**src/core/sms_pkg.sv**
```systemverilog
/*
  Constants for the supply mode sequencer: state codes, register defaults,
  register offsets and timing figures.
  Assumes a 50 MHz system clock.
*/
package sms_pkg;
  localparam int CLK_MHZ = 50;
  // ----------------------------------------
  // Timing
  // ----------------------------------------
  localparam int WAKE_TO_ACTIVE_TYP_US = 180;
  localparam int WAKE_TO_ACTIVE_MAX_US = 300;
  localparam int WAKE_CYCLES = WAKE_TO_ACTIVE_TYP_US * CLK_MHZ;
  localparam int WAKE_MAX_CYCLES = WAKE_TO_ACTIVE_MAX_US * CLK_MHZ;
  localparam int SPREAD_AVG_KHZ = 2000;
  localparam int SPREAD_MIN_KHZ = 800;
  localparam int SPREAD_MAX_KHZ = 4000;
  // Half periods of the switching clock, in system cycles (max time rounds down)
  localparam int HALF_MIN_CYC = (CLK_MHZ * 1000) / (2 * SPREAD_MAX_KHZ);
  localparam int HALF_MAX_CYC = (CLK_MHZ * 1000) / (2 * SPREAD_MIN_KHZ);
  localparam int HALF_AVG_CYC = (CLK_MHZ * 1000) / (2 * SPREAD_AVG_KHZ);
  // ----------------------------------------
  // Power state field values
  // ----------------------------------------
  localparam logic [1:0] PSEL_ACTIVE = 2'h0;
  localparam logic [1:0] PSEL_STARTUP = 2'h1;
  localparam logic [1:0] PSEL_LOWPWR = 2'h2;
  localparam logic [1:0] PSEL_SHUTDOWN = 2'h3;
  // ----------------------------------------
  // Register map and defaults
  // ----------------------------------------
  localparam logic [3:0] ADDR_PWR = 4'h0;
  localparam logic [3:0] ADDR_OUTEN = 4'h1;
  localparam logic [3:0] ADDR_BOOST = 4'h2;
  localparam logic [3:0] ADDR_STATUS = 4'h3;
  localparam int PWR_W = 2;
  localparam int OUTS = 3;
  localparam int LVL_W = 4;
  localparam logic [LVL_W-1:0] BOOST_LVL_RST = 4'hB;
  localparam logic [OUTS-1:0] OUTEN_RST = 3'h0;
  localparam int RAIL_BASE_V = 13;
  typedef enum logic [1:0] {
    SMS_OFF = 2'b00,
    SMS_START = 2'b01,
    SMS_ACT = 2'b11,
    SMS_LOW = 2'b10
  } sms_state_e;
endpackage

```
**src/core/supply_mode_sequencer.sv**
```systemverilog
/*
  Power mode sequencer: shutdown, startup, active and low power, with the
  register file, output enables and hysteretic boost control.
  Assumes io_supply_level and the comparator input are synchronous to clk_sys,
  and that analog_supply low means the part is unpowered.
*/
// The register addresses and the address-and-strobe port are this design's own decisions.
`timescale 1ns/10ps
module supply_mode_sequencer #(
  parameter int WAKE_CYC = sms_pkg::WAKE_CYCLES
) (
  input wire logic clk_sys,
  input wire logic rst,
  input wire logic analog_supply,
  input wire logic io_supply_level,
  input wire logic [3:0] regAddr,
  input wire logic [7:0] regWdata,
  input wire logic regWr,
  input wire logic regRd,
  output logic [7:0] regRdata,
  input wire logic railBelowRef,
  input wire logic railAboveRef,
  output logic [3:0] boostLevel,
  output logic [4:0] railTargetVolts,
  output logic boostEnable,
  output logic boostSwitchClk,
  output logic [2:0] outEnable,
  output logic [2:0] outHighZ,
  output logic serialReset,
  output logic serialEnable,
  output logic [1:0] powerState
);
  sms_pkg::sms_state_e state_r;
  sms_pkg::sms_state_e state_nxt;
  logic ioPrev_r;
  logic [31:0] wakeCnt_r;
  logic [1:0] pwrField_r;
  logic [2:0] outEn_r;
  logic [3:0] lvl_r;
  logic switching_r;
  logic swClk_r;
  logic [7:0] halfCnt_r;
  logic [15:0] lfsr_r;
  logic [7:0] halfLen;
  logic porPulse;
  logic shutdownNow;
  logic cmdWr;
  logic cmdStartup;
  logic cmdLow;
  logic cmdActive;
  logic regsClear;

  // ----------------------------------------
  // Reset sources
  // ----------------------------------------
  // Edge detect: a held-high supply retriggers the reset only after rst or after analog_supply drops
  assign porPulse = io_supply_level && !ioPrev_r;
  assign shutdownNow = !io_supply_level || !analog_supply;
  assign cmdWr = regWr && regAddr == sms_pkg::ADDR_PWR;
  assign cmdStartup = cmdWr && regWdata[1:0] == sms_pkg::PSEL_STARTUP;
  assign cmdLow = cmdWr && regWdata[1:0] == sms_pkg::PSEL_LOWPWR;
  assign cmdActive = cmdWr && regWdata[1:0] == sms_pkg::PSEL_ACTIVE;
  // Any path into startup clears the register file
  assign regsClear = rst || shutdownNow || state_nxt == sms_pkg::SMS_START;

  always_ff @(posedge clk_sys) begin
    if (rst) begin
      ioPrev_r <= 1'b0;
    end else if (!analog_supply) begin
      ioPrev_r <= 1'b0;
    end else begin
      ioPrev_r <= io_supply_level;
    end
  end

  // ----------------------------------------
  // Mode state machine
  // ----------------------------------------
  always_comb begin
    state_nxt = state_r;
    case (state_r)
      sms_pkg::SMS_OFF: begin
        if (porPulse) begin
          state_nxt = sms_pkg::SMS_START;
        end
      end
      sms_pkg::SMS_START: begin
        if (wakeCnt_r >= WAKE_CYC - 1) begin
          state_nxt = sms_pkg::SMS_ACT;
        end
      end
      sms_pkg::SMS_ACT: begin
        if (cmdStartup) begin
          state_nxt = sms_pkg::SMS_START;
        end else if (cmdLow) begin
          state_nxt = sms_pkg::SMS_LOW;
        end
      end
      sms_pkg::SMS_LOW: begin
        if (cmdStartup) begin
          state_nxt = sms_pkg::SMS_START;
        end else if (cmdActive) begin
          state_nxt = sms_pkg::SMS_ACT;
        end
      end
      default: state_nxt = sms_pkg::SMS_OFF;
    endcase
    // Other commands fall through unchanged
    if (shutdownNow) begin
      state_nxt = sms_pkg::SMS_OFF;
    end
  end

  always_ff @(posedge clk_sys) begin
    if (rst) begin
      state_r <= sms_pkg::SMS_OFF;
    end else begin
      state_r <= state_nxt;
    end
  end

  always_ff @(posedge clk_sys) begin
    if (rst || state_r != sms_pkg::SMS_START || state_nxt != sms_pkg::SMS_START) begin
      wakeCnt_r <= 32'h0;
    end else begin
      wakeCnt_r <= wakeCnt_r + 32'h1;
    end
  end

  // ----------------------------------------
  // Register file
  // ----------------------------------------
  always_ff @(posedge clk_sys) begin
    if (regsClear) begin
      outEn_r <= sms_pkg::OUTEN_RST;
      lvl_r <= sms_pkg::BOOST_LVL_RST;
    end else if (regWr && state_r != sms_pkg::SMS_OFF) begin
      // Writes held in low power; cleared there only by rst, a startup command or supply loss
      if (regAddr == sms_pkg::ADDR_OUTEN) begin
        outEn_r <= regWdata[2:0];
      end
      if (regAddr == sms_pkg::ADDR_BOOST) begin
        lvl_r <= regWdata[3:0];
      end
    end
  end

  always_ff @(posedge clk_sys) begin
    case (state_nxt)
      sms_pkg::SMS_START: pwrField_r <= sms_pkg::PSEL_STARTUP;
      sms_pkg::SMS_ACT: pwrField_r <= sms_pkg::PSEL_ACTIVE;
      sms_pkg::SMS_LOW: pwrField_r <= sms_pkg::PSEL_LOWPWR;
      default: pwrField_r <= sms_pkg::PSEL_SHUTDOWN;
    endcase
  end

  always_ff @(posedge clk_sys) begin
    if (rst) begin
      regRdata <= 8'h0;
    end else if (regRd) begin
      case (regAddr)
        sms_pkg::ADDR_PWR: regRdata <= {6'h0, pwrField_r};
        sms_pkg::ADDR_OUTEN: regRdata <= {5'h0, outEn_r};
        sms_pkg::ADDR_BOOST: regRdata <= {4'h0, lvl_r};
        sms_pkg::ADDR_STATUS: regRdata <= {5'h0, switching_r, boostEnable, serialEnable};
        default: regRdata <= 8'h0;
      endcase
    end else begin
      regRdata <= 8'h0;
    end
  end

  // ----------------------------------------
  // Block enables
  // ----------------------------------------
  always_ff @(posedge clk_sys) begin
    if (rst) begin
      boostEnable <= 1'b0;
      serialEnable <= 1'b0;
      serialReset <= 1'b1;
      outEnable <= 3'h0;
    end else begin
      boostEnable <= state_nxt == sms_pkg::SMS_START || state_nxt == sms_pkg::SMS_ACT;
      serialEnable <= state_nxt != sms_pkg::SMS_OFF;
      serialReset <= porPulse || shutdownNow;
      outEnable <= (state_nxt == sms_pkg::SMS_ACT && !regsClear) ? outEn_r : 3'h0;
    end
  end

  assign outHighZ = ~outEnable;
  assign boostLevel = lvl_r;
  assign railTargetVolts = 5'(sms_pkg::RAIL_BASE_V) + {1'b0, lvl_r};
  assign powerState = pwrField_r;

  // ----------------------------------------
  // Hysteretic boost and spread clock
  // ----------------------------------------
  always_ff @(posedge clk_sys) begin
    if (rst || !boostEnable) begin
      switching_r <= 1'b0;
    end else if (railBelowRef) begin
      switching_r <= 1'b1;
    end else if (railAboveRef) begin
      switching_r <= 1'b0;
    end
  end

  // Random half period in [min,min+15]; average near the 2 MHz point
  assign halfLen = 8'(sms_pkg::HALF_MIN_CYC) + {4'h0, lfsr_r[3:0]} % 8'(sms_pkg::HALF_MAX_CYC - sms_pkg::HALF_MIN_CYC + 1);

  always_ff @(posedge clk_sys) begin
    if (rst) begin
      lfsr_r <= 16'hACE1;
      halfCnt_r <= 8'h0;
      swClk_r <= 1'b0;
    end else if (!switching_r) begin
      halfCnt_r <= 8'h0;
      swClk_r <= 1'b0;
    end else if (halfCnt_r == 8'h0) begin
      lfsr_r <= {lfsr_r[14:0], lfsr_r[15] ^ lfsr_r[13] ^ lfsr_r[12] ^ lfsr_r[10]};
      halfCnt_r <= halfLen - 8'h1;
      swClk_r <= !swClk_r;
    end else begin
      halfCnt_r <= halfCnt_r - 8'h1;
    end
  end

  assign boostSwitchClk = swClk_r;

  // ----------------------------------------
  // Checks
  // ----------------------------------------
  a_shutdown_on_low: assert property (@(posedge clk_sys) disable iff (rst)
    !io_supply_level |=> state_r == sms_pkg::SMS_OFF && outEnable == 3'h0)
    else $error("not in shutdown after IO supply low");
  a_startup_outputs: assert property (@(posedge clk_sys) disable iff (rst)
    state_r == sms_pkg::SMS_START |-> outEnable == 3'h0 && boostEnable && serialEnable)
    else $error("startup enables wrong");
  a_por_defaults: assert property (@(posedge clk_sys) disable iff (rst)
    $rose(state_r == sms_pkg::SMS_START) |-> lvl_r == 4'hB && outEn_r == 3'h0)
    else $error("defaults not applied at startup");
  a_startup_exits: assert property (@(posedge clk_sys) disable iff (rst)
    state_r == sms_pkg::SMS_START |-> wakeCnt_r < sms_pkg::WAKE_MAX_CYCLES)
    else $error("startup too long");
  a_low_from_active: assert property (@(posedge clk_sys) disable iff (rst)
    state_r != sms_pkg::SMS_LOW ##1 state_r == sms_pkg::SMS_LOW |->
      $past(state_r) == sms_pkg::SMS_ACT && $past(cmdLow))
    else $error("low power entered illegally");
  a_low_power_off: assert property (@(posedge clk_sys) disable iff (rst)
    state_r == sms_pkg::SMS_LOW |-> !boostEnable && outEnable == 3'h0 && serialEnable)
    else $error("low power enables wrong");
  a_low_keeps_regs: assert property (@(posedge clk_sys) disable iff (rst)
    state_r == sms_pkg::SMS_LOW && !regWr && state_nxt != sms_pkg::SMS_START && !shutdownNow
      |=> $stable(lvl_r) && $stable(outEn_r))
    else $error("registers lost in low power");
  a_power_field: assert property (@(posedge clk_sys) disable iff (rst)
    state_r == sms_pkg::SMS_START ##1 state_r == sms_pkg::SMS_ACT |-> $past(pwrField_r) == 2'h1 && pwrField_r == 2'h0)
    else $error("power field sequence wrong");
  a_por_edge: assert property (@(posedge clk_sys) disable iff (rst)
    state_r == sms_pkg::SMS_ACT && io_supply_level && analog_supply && !cmdWr |=> state_r == sms_pkg::SMS_ACT)
    else $error("spurious leave of active");
  a_hysteresis: assert property (@(posedge clk_sys) disable iff (rst)
    boostEnable && railBelowRef |=> switching_r || !boostEnable)
    else $error("boost not switching below reference");

  // ----------------------------------------
  // Checks: supplies, resets and commands
  // ----------------------------------------
  // Held reset must leave every block off, whatever the supplies do
  a_reset_state: assert property (@(posedge clk_sys)
    rst |=> state_r == sms_pkg::SMS_OFF && outEnable == 3'h0 && !boostEnable && !serialEnable)
    else $error("reset did not force shutdown");
  // Losing the analog supply is treated like a fresh power-up
  a_analog_off: assert property (@(posedge clk_sys) disable iff (rst)
    !analog_supply |=> state_r == sms_pkg::SMS_OFF && outHighZ == 3'h7)
    else $error("analog supply loss not in shutdown");
  a_por_startup: assert property (@(posedge clk_sys) disable iff (rst)
    state_r == sms_pkg::SMS_OFF && porPulse && analog_supply
      |=> state_r == sms_pkg::SMS_START && serialReset)
    else $error("IO supply rise did not start up");
  // A supply that stays high must not restart the part
  a_no_repeat_por: assert property (@(posedge clk_sys) disable iff (rst)
    state_r == sms_pkg::SMS_OFF && ioPrev_r && io_supply_level && analog_supply
      |=> state_r == sms_pkg::SMS_OFF)
    else $error("held IO supply retriggered reset");
  // No register setting survives shutdown; writes there are refused
  a_regs_lost: assert property (@(posedge clk_sys) disable iff (rst)
    state_r == sms_pkg::SMS_OFF |-> lvl_r == sms_pkg::BOOST_LVL_RST && outEn_r == sms_pkg::OUTEN_RST)
    else $error("registers kept in shutdown");
  a_startup_field: assert property (@(posedge clk_sys) disable iff (rst)
    state_r == sms_pkg::SMS_START |-> pwrField_r == sms_pkg::PSEL_STARTUP)
    else $error("power field wrong in startup");
  a_startup_cmd: assert property (@(posedge clk_sys) disable iff (rst)
    (state_r == sms_pkg::SMS_ACT || state_r == sms_pkg::SMS_LOW) && cmdStartup && !shutdownNow
      |=> state_r == sms_pkg::SMS_START && lvl_r == sms_pkg::BOOST_LVL_RST
        && outEn_r == sms_pkg::OUTEN_RST && outEnable == 3'h0)
    else $error("startup command did not reset");
  a_low_to_active: assert property (@(posedge clk_sys) disable iff (rst)
    state_r == sms_pkg::SMS_LOW && cmdActive && !shutdownNow |=> state_r == sms_pkg::SMS_ACT)
    else $error("low power did not return to active");
  // Refused commands must not disturb state or stored settings
  a_illegal_ignored: assert property (@(posedge clk_sys) disable iff (rst)
    state_r == sms_pkg::SMS_LOW && cmdWr && !cmdActive && !cmdStartup && !shutdownNow
      |=> state_r == sms_pkg::SMS_LOW && $stable(lvl_r) && $stable(outEn_r))
    else $error("illegal mode command acted on");
  // Outputs lag the enable register by one cycle in active mode
  a_active_follows: assert property (@(posedge clk_sys) disable iff (rst)
    state_r == sms_pkg::SMS_ACT && state_nxt == sms_pkg::SMS_ACT && !regsClear
      |=> outEnable == $past(outEn_r))
    else $error("outputs do not follow enables");

  // ----------------------------------------
  // Checks: boost control
  // ----------------------------------------
  a_switch_stops: assert property (@(posedge clk_sys) disable iff (rst)
    boostEnable && switching_r && railAboveRef && !railBelowRef |=> !switching_r)
    else $error("boost kept switching above reference");
  // A stopped converter must leave its switch open
  a_clock_idle: assert property (@(posedge clk_sys) disable iff (rst)
    !switching_r |=> !swClk_r)
    else $error("switching clock running while idle");
  a_half_bound: assert property (@(posedge clk_sys) disable iff (rst)
    switching_r |-> halfCnt_r < 8'(sms_pkg::HALF_MAX_CYC))
    else $error("switching half period too long");
endmodule

```
**config.mk**
```make
export PLATFORM = sky130hd
export DESIGN_NAME = supply_mode_sequencer
export DESIGN_NICKNAME = d
export VERILOG_FILES = /design/src/core/sms_pkg.sv /design/src/core/supply_mode_sequencer.sv
export SDC_FILE = /design/constraint.sdc
export NUM_CORES = 1
export LEC_CHECK = 0
export BUFFER_PORTS_ARGS = -buffer_cell sky130_fd_sc_hd__buf_2
export CAP_MARGIN = 20
export CORE_MARGIN = 2
export CORE_UTILIZATION = 45
export DETAILED_ROUTE_END_ITERATION = 8
export MAX_ROUTING_LAYER = met4
export PLACE_DENSITY = 0.7
export SYNTH_ARGS = -nofsm -noshare
export SYNTH_HDL_FRONTEND = slang
export SYNTH_SLANG_ARGS = --single-unit
```
**constraint.sdc**
```tcl
create_clock -name clk_sys -period 5.75 [get_ports clk_sys]
set_clock_uncertainty 0.15 [all_clocks]
set_input_delay 0.8625 -clock clk_sys [delete_from_list [all_inputs] [get_ports clk_sys]]
set_output_delay 0.8625 -clock clk_sys [all_outputs]
set_load 0.01 [all_outputs]
```
==> results summary, run 1 <==
The number of antenna violations at the first check in global routing came out at 0. The maximum vdd drop is 106 uV. The run finished with clean final reports.

The number of hold violations in the final report came out at 0. The fraction of registers with async set or reset after synthesis is 0. After clock tree synthesis, the clock-pin slew on the worst setup and hold paths is 80 ps. In this run the worst path has a maximum fanout of 8. The share of layout cells above drive strength 1 is 0.185.

Entering global routing, the biggest net connects 22 pins. Across the run, the number of max-cap violations was 0. TritonCTS built the clock tree. Clock tree synthesis inserted a total of 9 buffers. The worst slew slack as a fraction of its limit is 0.475.

The total via count after detailed routing is 2170. The post-route standard cell area excluding fillers is 3560 sq um. The slew at the pin with the worst max-slew slack is 786 ps. The via count of the first global-routing pass came out at 2018.

The later pin in the worst-skew pair is clocked with a latency of 340 ps. From synthesis to final layout, the design area changed by 16.7%. The global-route usage over all layers is 0.159. The critical path is of the in -> reg type. The final critical-path required period came out at 2630 ps. The die boundary height is 86.3 um. The number of clock sinks seen by CTS came out at 79. The synthesized area per cell came out at 10.0 sq um. After floorplanning, the core was divided into 30 placement rows.

The boundary pin count came out at 49. The number of buffers on the longest clock path came out at 2. The final worst hold slack is 277 ps. The synthesis-stage register bit count is 79. In this run the clock root is driven by a sky130_fd_sc_hd__clkbuf_8. After the last flow step, the layout net total stands at 387.

For this run the aggregate overflow at the end of global routing stands at 0. The worst min-delay path category is reg -> reg. The analysis attributes to cell leakage a power of approximately 1.4 nW.

The die outline width came out at 86.3 um. The count of buffers inserted at the top-level ports is 40. The maximum clock frequency is 380 MHz. The share of the Yosys chip area taken by registers is 0.518. The critical path goes through buf_2, or4b_4, or3_1, a311oi_4, a31oi_4, nor2b_1. Hold repair after CTS inserted 0 buffers.

The violation count after the first detailed-routing iteration came out at 103. The global-route wire length before repair came out at 9.01 mm. The residual antenna-violating net count after detailed routing is 0. Setup repair after global routing left no endpoint under its margin. During synthesis, Yosys emitted a total of 0 warnings.

The number of library cell types mapped by synthesis is slightly below 50. For the worst setup path, the data arrival time is ~2700 ps. The synthesized instance count is 304. The biggest cell delay along the critical path is 500 ps. The final period utilization came out at 0.458. The smallest setup slack after layout is about 3100 ps.

The number of slew-limit violations in the final report was 0. Post-CTS repair changed the size of 0 cells. The via density per instance came out at between 4 and 5. The first detailed-routing pass took 4 iterations. The cell with the largest stage delay on the worst path is sky130_fd_sc_hd__or4b_4.

The global placement routability congestion is 0.776. The required time of the worst setup path is 5840 ps. In the final routed layout, each cell accounts on average for approximately 12 um. The total die area came out at 7450 sq um. The post-detailed-placement half-perimeter wirelength is 3.65 mm. The most frequently used flop master after synthesis is sky130_fd_sc_hd__dfxtp_1. The sort of element at the start of the critical path is an input pin.

The total placed cells including tap cells came out at between 400 and 500. The count of inserted antenna diode cells is 0. The cell area after placement is roughly 3400 sq um. For this run, the number of standard cells in the final layout without fillers is 448.

The clock tree synthesis step divided the H-tree into 3 levels. The kind of capture point of the worst setup path is a register. The post-CTS setup buffer count is 0.

The worst setup slack after placement came out at 2780 ps. Power spread over the standard cell area amounts to 281 nW/um^2. The total of endpoints with negative setup slack in the final report came out at 0.

The final wirelength is 5.21 mm. The starting density of the core is 0.457. Summing every instance area after synthesis gives 3050 sq um. The number of enable-type register cells in the synthesized netlist is 0. The remaining routing DRC violations came out at 0. The area of the core is 6680 sq um.

The setup TNS came out at 0 ps.
==> power breakdown <==
| group | internal (mW) | switching, mW | total (mW) |
|---|---|---|---|
| clock network | 0.212 | 0.186 | 0.398 |
| registers | 0.558 | 0.00532 | 0.563 |
| logic | 0.0160 | 0.0210 | 0.0370 |
| total | 0.786 | 0.212 | 0.998 |
==> cells in the final DEF (no fill, tap or decap), types with 4 or more instances in the layout <==
cell type | Yosys | routed
sky130_fd_sc_hd__or3_1 | 6 | 6
sky130_fd_sc_hd__nand3_1 | 13 | 13
sky130_fd_sc_hd__a211o_1 | 10 | 10
sky130_fd_sc_hd__a21oi_1 | 14 | 14
sky130_fd_sc_hd__inv_1 | 11 | 11
sky130_fd_sc_hd__buf_2 | 1 | 40
sky130_fd_sc_hd__mux2i_1 | 6 | 6
sky130_fd_sc_hd__a211oi_1 | 5 | 5
sky130_fd_sc_hd__dfxtp_1 | 79 | 79
sky130_fd_sc_hd__nor3b_1 | 4 | 4
sky130_fd_sc_hd__nor2_1 | 31 | 31
sky130_fd_sc_hd__nand2_1 | 23 | 23
sky130_fd_sc_hd__xnor2_1 | 15 | 15
sky130_fd_sc_hd__nor2b_1 | 7 | 7
sky130_fd_sc_hd__xor2_1 | 9 | 9
sky130_fd_sc_hd__clkbuf_8 | 0 | 10
sky130_fd_sc_hd__ha_1 | 4 | 4
sky130_fd_sc_hd__conb_1 | 1 | 22
sky130_fd_sc_hd__and3_1 | 11 | 11
sky130_fd_sc_hd__nor3_1 | 4 | 4
==> Yosys cell counts, types with 5 or more instances <==
cell                       number  area share
sky130_fd_sc_hd__xnor2_1       15       0.043
sky130_fd_sc_hd__or3_1          6       0.012
sky130_fd_sc_hd__dfxtp_1       79        0.52
sky130_fd_sc_hd__a211o_1       10       0.029
sky130_fd_sc_hd__nor2b_1        7       0.014
sky130_fd_sc_hd__nand2_1       23       0.028
sky130_fd_sc_hd__nand3_1       13       0.021
sky130_fd_sc_hd__and3_1        11       0.023
sky130_fd_sc_hd__inv_1         11       0.014
sky130_fd_sc_hd__mux2i_1        6       0.020
sky130_fd_sc_hd__a211oi_1       5       0.012
sky130_fd_sc_hd__nor2_1        31       0.038
sky130_fd_sc_hd__a21oi_1       14       0.023
sky130_fd_sc_hd__xor2_1         9       0.026
sky130_fd_sc_hd__clkbuf_1       7      0.0086
==> metrics by stage <==
stage / utilization / total power [mW]
after global placement: 0.504 / 0.612
final: 0.533 / 0.998
after floorplan: - / 0.601
after global routing: 0.533 / 1.04
after detailed placement: 0.504 / 0.613
after CTS: 0.533 / 1.01
==> worst paths after layout <==
| check | startpoint | to | slack (ps) | cells past startpoint |
|---|---|---|---|---|
| worst max-delay path | regAddr[1] | boostLevel[2] | 3120 | 6 |
| worst min-delay path | ioPrev_r | serialReset | 280 | 1 |
| worst max register to register | halfCnt_r[2] | lfsr_r[7] | 3460 | 5 |
| worst min register to register | ioPrev_r | serialReset | 280 | 1 |
==> critical path, delay by kind of cell <==
family,cells,cell delay (ps)
and+or+nand+nor,3,1050
buffers and inverters,1,150
AOI/OAI and AO/OA,2,660
==> cells by family (layout without fill, tap and decap cells) <==
| group | after synthesis | count (layout) | share of synthesized area |
|---|---|---|---|
| fa+ha+maj | 4 | 4 | 0.0164 |
| mux | 9 | 9 | 0.0381 |
| buf+inv | 26 | 69 | 0.0398 |
| simple gates | 120 | 120 | 0.207 |
| compound gates | 41 | 41 | 0.110 |
| other cells | 1 | 22 | 0.00123 |
| xor+xnor | 24 | 24 | 0.0689 |
| flops | 79 | 79 | 0.518 |
==> per-layer routing <==
metal,track usage,vias up,part of all wire
met5,-,-,0
met4,0.0767,0,0.021
met3,0.0467,12,0.029
met2,0.234,31,0.46
met1,0.199,989,0.49
li1,-,1138,-
==> flip-flops by register name, summed over array words and instances (netlist names) <==
name	count
wakeCnt_r	32
boostSwitchClk	1
ioPrev_r	1
lfsr_r	16
boostLevel	4
outEn_r	3
switching_r	1
boostEnable	1
state_r	1
halfCnt_r	8
serialReset	1
regRdata	4
powerState	2
serialEnable	1
outEnable	3
==> area by class of cell <==
| cell class | count | area (sq um) |
|---|---|---|
| Clock buffer | 13 | 149 |
| Clock inverter | 3 | 42.5 |
| Fill cell | 620 | 3120 |
| Inverter | 12 | 45.0 |
| Multi-Input combinational cell | 220 | 1430 |
| Sequential cell | 79 | 1580 |
| Tap cell | 80 | 100 |
| Timing Repair Buffer | 41 | 208 |
(Power assumes the default switching activity.)
==> run 2, diff against run 1 <==
Settings changed: ABC_AREA set to 1.
Clock period 5.75 ns to 2.5 ns, I/O delays scaled along.
==> results summary, run 2 <==
The setup TNS is 0 ps. Of the synthesized area, sequential elements account for 0.500. The final period utilization came out at 0.818. For this block, the via count after detailed routing is roughly 2500. The maximum number of pins on one net before global-route repair came out at 19. The number of enable-type register cells in the synthesized netlist is 0. The worst min-delay path category is in -> reg. The number of cells on the worst reg-to-reg path came out at 8. The number of levels the H-tree was split into is 3.

The netlist uses 36 different library cells. The layout net count came out at between 400 and 500. Gates resized during post-CTS repair numbered 0. More flip-flops sit in one register than any other, and that register is wakeCnt_r. The violation count after the first detailed-routing iteration is between 100 and 150. The die outline width came out at approximately 88 um. The number of clock sinks seen by CTS is 79.

TritonCTS built the clock tree. The root buffer cell is sky130_fd_sc_hd__clkbuf_8. The worst hold path depth came out at 3.

The number of buffers inserted during clock tree synthesis is 9. The number of hold violations in the final report is 0. The count of inserted antenna diode cells came out at 0. The startpoint identified for the worst register-to-register timing path is halfCnt_r[0].

The number of warnings printed during yosys synthesis came out at 0. The count of buffers inserted at the top-level ports came out at 40. Setup repair after global routing left no endpoint under its margin.

The overall overflow remaining after global route is 0. The post-CTS setup buffer count came out at 0. Power spread over the standard cell area amounts to 593 nW/um^2. The via count of the first global-routing pass came out at 2174. The number of buffers on the longest clock path is 2. The source-to-sink clock delay at the later pin of the worst-skew pair is 340 ps. The overall power came out at ~2.2 mW. The total number of placement rows is 30. The remaining routing DRC violations is 0. Among all stages on the critical path, the largest delay is contributed by sky130_fd_sc_hd__dfxtp_1. The starting density of the core came out at 0.465. The most common cell in the synthesized netlist is sky130_fd_sc_hd__dfxtp_1. The number of maximum-capacitance violations is 0. The flow ran to the end, and the final reports show no timing, DRC or antenna violations.

The number of antenna violations at the first check in global routing came out at 0. The maximum fanout encountered on the critical timing path came out at 18. The smallest setup slack after layout came out at between 400 and 500 ps.

The worst setup path is launched from a register. The total iterations of the first detailed-routing run came out at 4. The category of the most critical setup path is reg -> reg.

The required time of the worst setup path is 2590 ps. The kind of cell adding the most delay to the critical path is simple AND/OR/NAND/NOR gates. The leakage power is 1.60 nW. Pin placement for this block handled approximately 50 I/O pins. The via density per instance is 4.50. The largest registers in the layout are wakeCnt_r x32, lfsr_r x16, halfCnt_r x8.

The register-to-register setup slack is between 400 and 500 ps. The synthesized instance count is about 390. The area of the core is between 6000 and 7000 sq um. In the final routed layout, each cell accounts on average for roughly 10 um.

Leaving out fill and tap cells, the most frequent cell in the layout is sky130_fd_sc_hd__dfxtp_1. For this run, the share of the core covered by cells in the final layout is 0.539. In the synthesized netlist, the cells that appear most often are 79 x sky130_fd_sc_hd__dfxtp_1, 73 x sky130_fd_sc_hd__nor2_1, 56 x sky130_fd_sc_hd__nand2_1, 49 x sky130_fd_sc_hd__inv_1, 23 x sky130_fd_sc_hd__nand3_1. The global-route usage over all layers is 0.157. The total die area is slightly below 8000 sq um. The total of endpoints with negative setup slack in the final report came out at 0. The worst setup slack after placement came out at 462 ps. In this run the remaining antenna-violating nets after routing total 0.

The biggest cell delay along the critical path is roughly 300 ps. The die boundary height came out at 87.8 um. The post-detailed-placement half-perimeter wirelength came out at between 4 and 5 mm. The share of synthesized area in the top cell type comes to 0.500.

The maximum vdd drop is around 330 uV. Counting I/O delays and the setup requirement, the final critical path takes 2040 ps. The clock-pin slew on the worst setup and hold paths is about 80 ps. In this run the cell area of the synthesized design comes to 3160 sq um.

Summed over all layers, the routed wires come to about 5.6 mm. The total buffers and inverters traversed by the critical path is 1. The synthesized area per cell is 8.19 sq um. In the synthesized netlist the dominant register cell turns out to be sky130_fd_sc_hd__dfxtp_1. The layout overhead on the synthesized area is 15.8%. The number of slew-limit violations in the final report was 0. The first global-routing pass estimated 9.21 mm of wire. The number of flip-flops in the largest register is 32. After synthesis, the cell types taking the most area are sky130_fd_sc_hd__dfxtp_1 50%, sky130_fd_sc_hd__nor2_1 8.7%, sky130_fd_sc_hd__nand2_1 6.6%. The path with the worst hold slack has its endpoint at switching_r. The critical path goes through inv_1, ha_1, nor3b_2, nand3_2, nor3_4, nand2_4, o21ai_0, nor2_1. In this run the critical register-to-register path is captured at lfsr_r[2].

The worst path arrival time came out at 2130 ps. The launch instance of the worst min-delay path is railBelowRef. The global placement routability congestion came out at 0.863. Of all cell types, the one taking the most synthesized area is sky130_fd_sc_hd__dfxtp_1.

The worst setup path is captured at a register. The share of layout cells above drive strength 1 came out at 0.175. The maximum clock frequency is 489 MHz. In this run, post-CTS hold repair placed 0 buffers. Counting flops and latches in the post-synthesis netlist gives 79. The fraction of registers with async set or reset after synthesis is 0. Leaving out fill and tap cells, the most frequent cells in the layout are 79 x sky130_fd_sc_hd__dfxtp_1, 73 x sky130_fd_sc_hd__nor2_1, 56 x sky130_fd_sc_hd__nand2_1, 49 x sky130_fd_sc_hd__inv_1, 40 x sky130_fd_sc_hd__buf_2.
## run 2: cell count changes after synthesis, moves of 11 or more
| cell | before | now |
|---|---|---|
| sky130_fd_sc_hd__and3_1 | 11 | 0 |
| sky130_fd_sc_hd__inv_1 | 11 | 49 |
| sky130_fd_sc_hd__nand2_1 | 23 | 56 |
| sky130_fd_sc_hd__nor2_1 | 31 | 73 |
| sky130_fd_sc_hd__o21ai_0 | 1 | 20 |
## run 2: final cells by class
type / count / area (sq um)
tap: 96 / 120
clock buffer: 9 / 124
fill: 660 / 3130
clock inverter: 6 / 38.8
inverter: 50 / 193
timing repair buffer: 42 / 215
multi-input combinational: 270 / 1390
sequential: 79 / 1580
## run 2: metal layers
layer / track usage / wire [um] / vias to the layer above
li1: - / - / 1317
met1: 0.193 / 2580 / 1105
met2: 0.243 / 2620 / 54
met3: 0.0584 / 316 / 6
met4: 0.0462 / 53 / 0
met5: - / 0 / -
## run 2: logic make-up after synthesis
kind of cell / Yosys count / synth area share
mux: 1 / 0.00356
simple gates: 181 / 0.260
compound gates: 39 / 0.0708
other cells: 1 / 0.00119
buf+inv: 58 / 0.0851
flops: 79 / 0.500
fa+ha+maj: 4 / 0.0158
xor+xnor: 23 / 0.0637
## run 2: worst reg2reg max path: stages (launching register included)
cell and delay, ps:
sky130_fd_sc_hd__dfxtp_1 300, sky130_fd_sc_hd__inv_1 80, sky130_fd_sc_hd__ha_1 190, sky130_fd_sc_hd__nor3b_2 270, sky130_fd_sc_hd__nand3_2 150, sky130_fd_sc_hd__nor3_4 300, sky130_fd_sc_hd__nand2_4 210, sky130_fd_sc_hd__o21ai_0 240
sky130_fd_sc_hd__nor2_1 60
## run 2: how the worst max path moves through the flow
stage | end | start | cells after the start | slack (ps)
after floorplan | lfsr_r[0] | halfCnt_r[0] | 9 | 700
after global placement | lfsr_r[2] | halfCnt_r[0] | 9 | 510
after detailed placement | lfsr_r[2] | halfCnt_r[0] | 8 | 460
after CTS | lfsr_r[2] | halfCnt_r[0] | 8 | 460
after global routing | lfsr_r[3] | halfCnt_r[0] | 8 | 240
final | lfsr_r[2] | halfCnt_r[0] | 8 | 460
## run 2: stage by stage
step | instances | hold WS [ps] | cell area [sq um]
after floorplan | 407 | 216 | 3240
after global placement | 537 | 241 | 3500
after detailed placement | 537 | 240 | 3500
after CTS | 552 | 83.8 | 3660
after global routing | 552 | 108 | 3660
final | 552 | 98.7 | 3660
## run 2: report_power, final
group / switching (mW) / internal (mW)
clock: 0.434 / 0.350
combinational: 0.0603 / 0.0333
sequential: 0.0113 / 1.28
total: 0.505 / 1.67
